===== config.mk =====
export PLATFORM = sky130hd
export DESIGN_NAME = scrc_rx_channel_config
export DESIGN_NICKNAME = d
export VERILOG_FILES = /design/src/rtl/scrc_pkg.sv /design/src/rtl/scrc_ctl_if.sv /design/src/rtl/scrc_rx_path.sv /design/src/rtl/scrc_rx_channel_config.sv
export VERILOG_INCLUDE_DIRS = /design/src /design/src/rtl
export SDC_FILE = /design/constraint.sdc
export NUM_CORES = 1
export LEC_CHECK = 0
export CELL_PAD_IN_SITES_DETAIL_PLACEMENT = 1
export CELL_PAD_IN_SITES_GLOBAL_PLACEMENT = 2
export CORE_ASPECT_RATIO = 1.4
export CORE_MARGIN = 8
export CORE_UTILIZATION = 30
export DETAILED_ROUTE_END_ITERATION = 7
export DONT_BUFFER_PORTS = 1
export GPL_TIMING_DRIVEN = 0
export PLACE_DENSITY = 0.77
export SYNTH_ARGS = -nofsm -noshare
export SYNTH_HDL_FRONTEND = slang
export SYNTH_SLANG_ARGS = --single-unit

===== constraint.sdc =====
create_clock -name ref_clk -period 1.7 [get_ports ref_clk]
set_input_delay 0.085 -clock ref_clk [delete_from_list [all_inputs] [get_ports ref_clk]]
set_output_delay 0.085 -clock ref_clk [all_outputs]
set_load 0.005 [all_outputs]

===== src/rtl/scrc_defines.svh =====
`ifndef SCRC_DEFINES_SVH
`define SCRC_DEFINES_SVH

// byte address of the channel receive configuration register
`define SCRC_CFG_OFFSET 8'h00
// value after reset: only the reserved bit 2 is set
`define SCRC_CFG_RESET 8'h04
// mask of the bits that hold state and read back
`define SCRC_CFG_RW_MASK 8'h1F
// recovered byte clock divider at full and half rate
`define SCRC_DIV_FULL_RATE 3'h4
`define SCRC_DIV_HALF_RATE 3'h2
// rate select value meaning ten times the reference clock
`define SCRC_RATE_X10 1'b1

`endif


===== src/rtl/scrc_pkg.sv =====
package scrc_pkg;

    typedef struct packed {
        logic [2:0] rsvdHigh;
        logic fcLinkFsmEnable;
        logic rxDecoderEnable;
        logic rsvdOne;
        logic rxPowerDown;
        logic rxRateSelect;
    } scrc_cfg_t;

    typedef logic [9:0] scrc_sym_t;

endpackage


===== src/rtl/scrc_ctl_if.sv =====
`timescale 1ns/100ps

interface scrc_ctl_if;
    logic powerDown;
    logic decoderEnable;

    modport ctrl (
        output powerDown,
        output decoderEnable
    );

    modport path (
        input powerDown,
        input decoderEnable
    );
endinterface


===== src/rtl/scrc_rx_path.sv =====
`timescale 1ns/100ps

module scrc_rx_path (
    input wire logic ref_clk,
    input wire logic reset_n,
    scrc_ctl_if.path ctl,
    input wire scrc_pkg::scrc_sym_t rxRawSym,
    input wire logic [7:0] rxDecData,
    input wire logic rxDecCtrl,
    output scrc_pkg::scrc_sym_t rxData
);

    ////////////////////////////////////////////////////////////////////////
    // delivered data: held at zero while powered down
    always_ff @(posedge ref_clk) begin
        if (!reset_n) begin
            rxData <= 10'h000;
        end else if (ctl.powerDown) begin
            rxData <= 10'h000;
        end else if (ctl.decoderEnable) begin
            rxData <= {1'b0, rxDecCtrl, rxDecData};
        end else begin
            rxData <= rxRawSym;
        end
    end
endmodule


===== src/rtl/scrc_rx_channel_config.sv =====
// Implementation choices: the placing of the registers and the address-and-strobe port.
`timescale 1ns/100ps
`include "scrc_defines.svh"

// How it works
// - power-down bit one shuts receive sections down; it resets to zero.
// - reserved bit 2 takes the value one at every reset.
// - decoder enable one delivers data through the 8b/10b decoder.
// - decoder enable zero delivers raw data; the bit resets to zero.
// - link state machine enable at bit 4 runs the link state machine.
// - link state machine enable zero keeps it disabled; resets to zero.
// - ten-gigabit attachment mode forces the link enable bit to be ignored.
// - rate select bit 0 picks ten or twenty times, byte clock scaled.
module scrc_rx_channel_config #(
    parameter int ADDR_W = 8
) (
    input wire logic ref_clk,
    input wire logic reset_n,
    input wire logic [ADDR_W-1:0] regAddr,
    input wire logic [7:0] regWrData,
    input wire logic regWr,
    input wire logic regRd,
    output logic [7:0] regRdData,
    input wire logic tenGigAttachModeSel,
    input wire scrc_pkg::scrc_sym_t rxRawSym,
    input wire logic [7:0] rxDecData,
    input wire logic rxDecCtrl,
    output scrc_pkg::scrc_sym_t rxData,
    output logic rxPowerDown,
    output logic rxDecoderEnable,
    output logic fcLinkFsmEnable,
    output logic rxRateSelect,
    output logic [2:0] rxByteClkDiv
);

    ////////////////////////////////////////////////////////////////////////
    // address decode

    function automatic logic hitsCfg(input logic [ADDR_W-1:0] addr);
        hitsCfg = (addr == ADDR_W'(`SCRC_CFG_OFFSET));
    endfunction

    scrc_pkg::scrc_cfg_t cfgReg;
    scrc_pkg::scrc_cfg_t cfgNext;
    logic cfgWrite;

    assign cfgWrite = regWr && hitsCfg(regAddr);

    ////////////////////////////////////////////////////////////////////////
    // configuration register

    always_comb begin
        cfgNext = scrc_pkg::scrc_cfg_t'(regWrData & `SCRC_CFG_RW_MASK);
        // reserved high bits never hold state
        cfgNext.rsvdHigh = 3'h0;
    end

    always_ff @(posedge ref_clk) begin
        if (!reset_n) begin
            cfgReg <= scrc_pkg::scrc_cfg_t'(`SCRC_CFG_RESET);
        end else if (cfgWrite) begin
            cfgReg <= cfgNext;
        end
    end

    ////////////////////////////////////////////////////////////////////////
    // read port: data stand for exactly one cycle after the strobe

    always_ff @(posedge ref_clk) begin
        if (!reset_n) begin
            regRdData <= 8'h00;
        end else if (regRd && hitsCfg(regAddr)) begin
            regRdData <= 8'(cfgReg) & `SCRC_CFG_RW_MASK;
        end else begin
            regRdData <= 8'h00;
        end
    end

    ////////////////////////////////////////////////////////////////////////
    // control outputs

    scrc_ctl_if ctlBus ();

    assign ctlBus.powerDown = cfgReg.rxPowerDown;
    assign ctlBus.decoderEnable = cfgReg.rxDecoderEnable;
    assign rxPowerDown = cfgReg.rxPowerDown;
    assign rxDecoderEnable = cfgReg.rxDecoderEnable;

    // attachment mode overrides the link enable completely
    assign fcLinkFsmEnable = cfgReg.fcLinkFsmEnable && !tenGigAttachModeSel;

    assign rxRateSelect = cfgReg.rxRateSelect;
    assign rxByteClkDiv = (cfgReg.rxRateSelect == `SCRC_RATE_X10)
        ? `SCRC_DIV_FULL_RATE : `SCRC_DIV_HALF_RATE;

    ////////////////////////////////////////////////////////////////////////
    // receive datapath

    scrc_rx_path u_path (
        .ref_clk(ref_clk),
        .reset_n(reset_n),
        .ctl(ctlBus.path),
        .rxRawSym(rxRawSym),
        .rxDecData(rxDecData),
        .rxDecCtrl(rxDecCtrl),
        .rxData(rxData)
    );
endmodule


==> metrics.cfg <==
[clocking]
ctsHtreeMaxLevel=1
post-cts-setup-buffers=0
clkTransAtPathRegs_ns=0.12
insertion_delay_ns=0.30
numCtsBuffers=3
cts_tree=built
cts_num_sinks=20
clock_path_buffers=2
clock_tree.root_cell=clkbuf_4

[timing]
max_freq_mhz=594.3
rsz0062_at_grt=false
setup-tns-final_ns=0
hold_viol=0
fin_crit_ns=1.683
setup_viol=0
drv_slew=0
fin_worst_skew_ns=0.01045
fin_crit_sh_pct=98.97

[die]
die_w_um=59.01
die_area_um2=4497
core-area_um2=2532
dieHeight_um=76.22
io_pins=65
initial_core_util_pct=30.68
rows=22

[detailed_routing]
drt_first_pass_iters=2
totalWireLength_um=2406
ant_nets=0
vias=649
drc_errors=0
drt-initial-drc-count=7
viasPerCell=4.327
wl_per_cell_um=16.04

[job]
cap_violations=0

[pwr]
p_leak_nw=0.4547
p_clk_share_pct=39.4
power_density_nw_per_um2=809.1
switching_share_pct=18.87
internal_power_mw=0.7826
netSwitchingPower_mw=0.1821
combPwrFrac_pct=9.9
power_frac_seq_pct=50.6
ir_drop_mv=0.4204

[yosys]
yosys_register_bits=20
synth_most_common_cell=dfxtp_1
yosys.area_share.simple_pct=22.54
yosysTopAreaCellShare_pct=51.53
ys_warn_count=0
synth_cells=77
ys_types=17
syn_area_um2=777.0
synthXorXnorAreaFrac_pct=0
synth_fa_ha_area_share_pct=0
yosysSeqAreaShare_pct=51.53
synth.area.mux_share_pct=18.04
synthFlopType=dfxtp_1
synth_top_family_by_area=simple AND/OR/NAND/NOR gates
synth_top_cell_by_area=dfxtp_1
yosys-top-cells-count=dfxtp_1 (20), mux2i_1 (14), nand2_1 (9), nor2_1 (9), buf_4 (5)
synth-compound-area-share_pct=0
syn_area_per_cell_um2=10.09
synth_edf_count=0
async_reset_ff_share_pct=0
netlist_top_cells_area=dfxtp_1 (52%), mux2i_1 (18%), buf_4 (4.8%), nand2_1 (4.3%), nor2_1 (4.3%)

[place]
port-buffer-count=0
dpl.hpwl_um=1588
place_congestion=0.6137

[cells_and_area]
nets=155
area_growth_pct=53.46
antenna_cells=0
final_layout_size_suffix_gt1_share_pct=12.28
fillCellCount=288
final_core_util_pct=47.09

[hold_path]
hp-class=in -> reg
whs_path_depth=3

[critical_path]
cp-start-kind=primary input
timing.rr.end=u_path.rxData[0]
critical_path_arrival_ns=1.89
crit_path_start=regAddr[6]
reg2reg_depth=3
cp-end-kind=register
rr_startpoint=rxDecoderEnable
crit_end=regRdData[0]
reg2reg_setup_slack_ns=0.34
critPathRequiredTime_ns=1.91
critPathKind=in -> reg
worstPathMaxFanout=3

[grt]
antenna_found_initial=0
grt_max_degree=13
grt_overflow_total=0
grt_pass1_wl_um=3912
grt_pass1_vias=803
grt_usage_pct=10.76

[run_status]
outcome=finished clean

[worst min-delay path by stage]
stage,start,to,slack (ns)
after floorplan,tenGigAttachModeSel,fcLinkFsmEnable,0.20
after global placement,tenGigAttachModeSel,fcLinkFsmEnable,0.21
after detailed placement,tenGigAttachModeSel,fcLinkFsmEnable,0.21
after CTS,regWr,cfgReg[2],0.07
after global routing,regWr,rxDecoderEnable,0.08
final,regWr,rxPowerDown,0.1
[metal layers]
| layer | share of wire [%] | wire, um | global-route usage (%) |
|---|---|---|---|
| met1 | 40 | 955 | 11.72 |
| met2 | 48 | 1149 | 17.65 |
| met3 | 12 | 290 | 5.405 |
| met4 | 0.46 | 11 | 2.885 |
| met5 | 0 | 0 | 0 |
[registers in the layout, indices dropped and copies added (netlist names)]
register / flops
rxPowerDown: 1
rxRateSelect: 1
rxDecoderEnable: 1
u_path.rxData: 10
cfgReg: 2
regRdData: 5
[worst max-delay path, stage by stage]
cell,delay [ns]
dlygate4sd3_1,0.53
or4_4,0.45
dlygate4sd3_1,0.60
nor4_2,0.23
[cell type report]
type	count	area [um2]	area share (%)
plain buffers	8	50.05	4.197
clock buffers	3	22.52	1.889
flip-flops and latches	20	400.4	33.58
multi-input cells	50	336.6	28.23
repair buffers	30	300.3	25.18
well taps	36	45.04	3.778
clock inverters	1	30.03	2.518
inverters	2	7.507	0.6296
[metrics by stage]
| stage | instance area (um2) | hold slack (ns) | std cells | setup WS (ns) | power (mW) |
|---|---|---|---|---|---|
| 2_1_floorplan | 788.3 | 0.2002 | 80 | 0.4945 | 0.5315 |
| 3_3_place_gp | 833.3 | 0.2081 | 116 | 0.3541 | 0.5374 |
| 3_5_place_dp | 833.3 | 0.2088 | 116 | 0.3312 | 0.5404 |
| 4_1_cts | 1186 | 0.06900 | 150 | 0.03714 | 0.9793 |
| 5_1_grt | 1192 | 0.08078 | 150 | 0.005339 | 1.017 |
| 6_report | 1192 | 0.09609 | 150 | 0.01748 | 0.9647 |
[cell usage in the layout, fill, tap and decap left out, drive strengths merged]
| master | synthesis | layout |
|---|---|---|
| nor3 | 2 | 2 |
| nor4 | 1 | 1 |
| bufinv | 0 | 1 |
| nand2 | 9 | 9 |
| clkbuf | 2 | 5 |
| inv | 2 | 2 |
| or4 | 2 | 2 |
| nor2b | 3 | 3 |
| and2 | 4 | 4 |
| conb | 1 | 4 |
| mux2i | 14 | 14 |
| nand2b | 1 | 1 |
| dlygate4sd3 | 0 | 30 |
| dfxtp | 20 | 20 |
| buf | 6 | 6 |
| nor2 | 9 | 9 |
| nor3b | 1 | 1 |
[power by group through the flow]
stage	logic, mW	registers, mW	clock network (mW)
after floorplan	0.0346	0.497	0
after detailed placement	0.0408	0.500	0
after global routing	0.106	0.490	0.420
final	0.0959	0.488	0.380
after CTS	0.0932	0.489	0.397
after global placement	0.0384	0.499	0
[timing repair]
item / 4_1_cts / 5_1_grt
hold buffers: 30 / 0
gates resized for setup: 0 / 1
endpoints found under the hold margin: 16 / 0
setup endpoints to repair: 0 / 1
[kinds of logic after synthesis]
kind of cell / Yosys count
buf+inv: 10
simple gates: 32
flops: 20
mux: 14
other cells: 1
(Power assumes the default switching activity.)
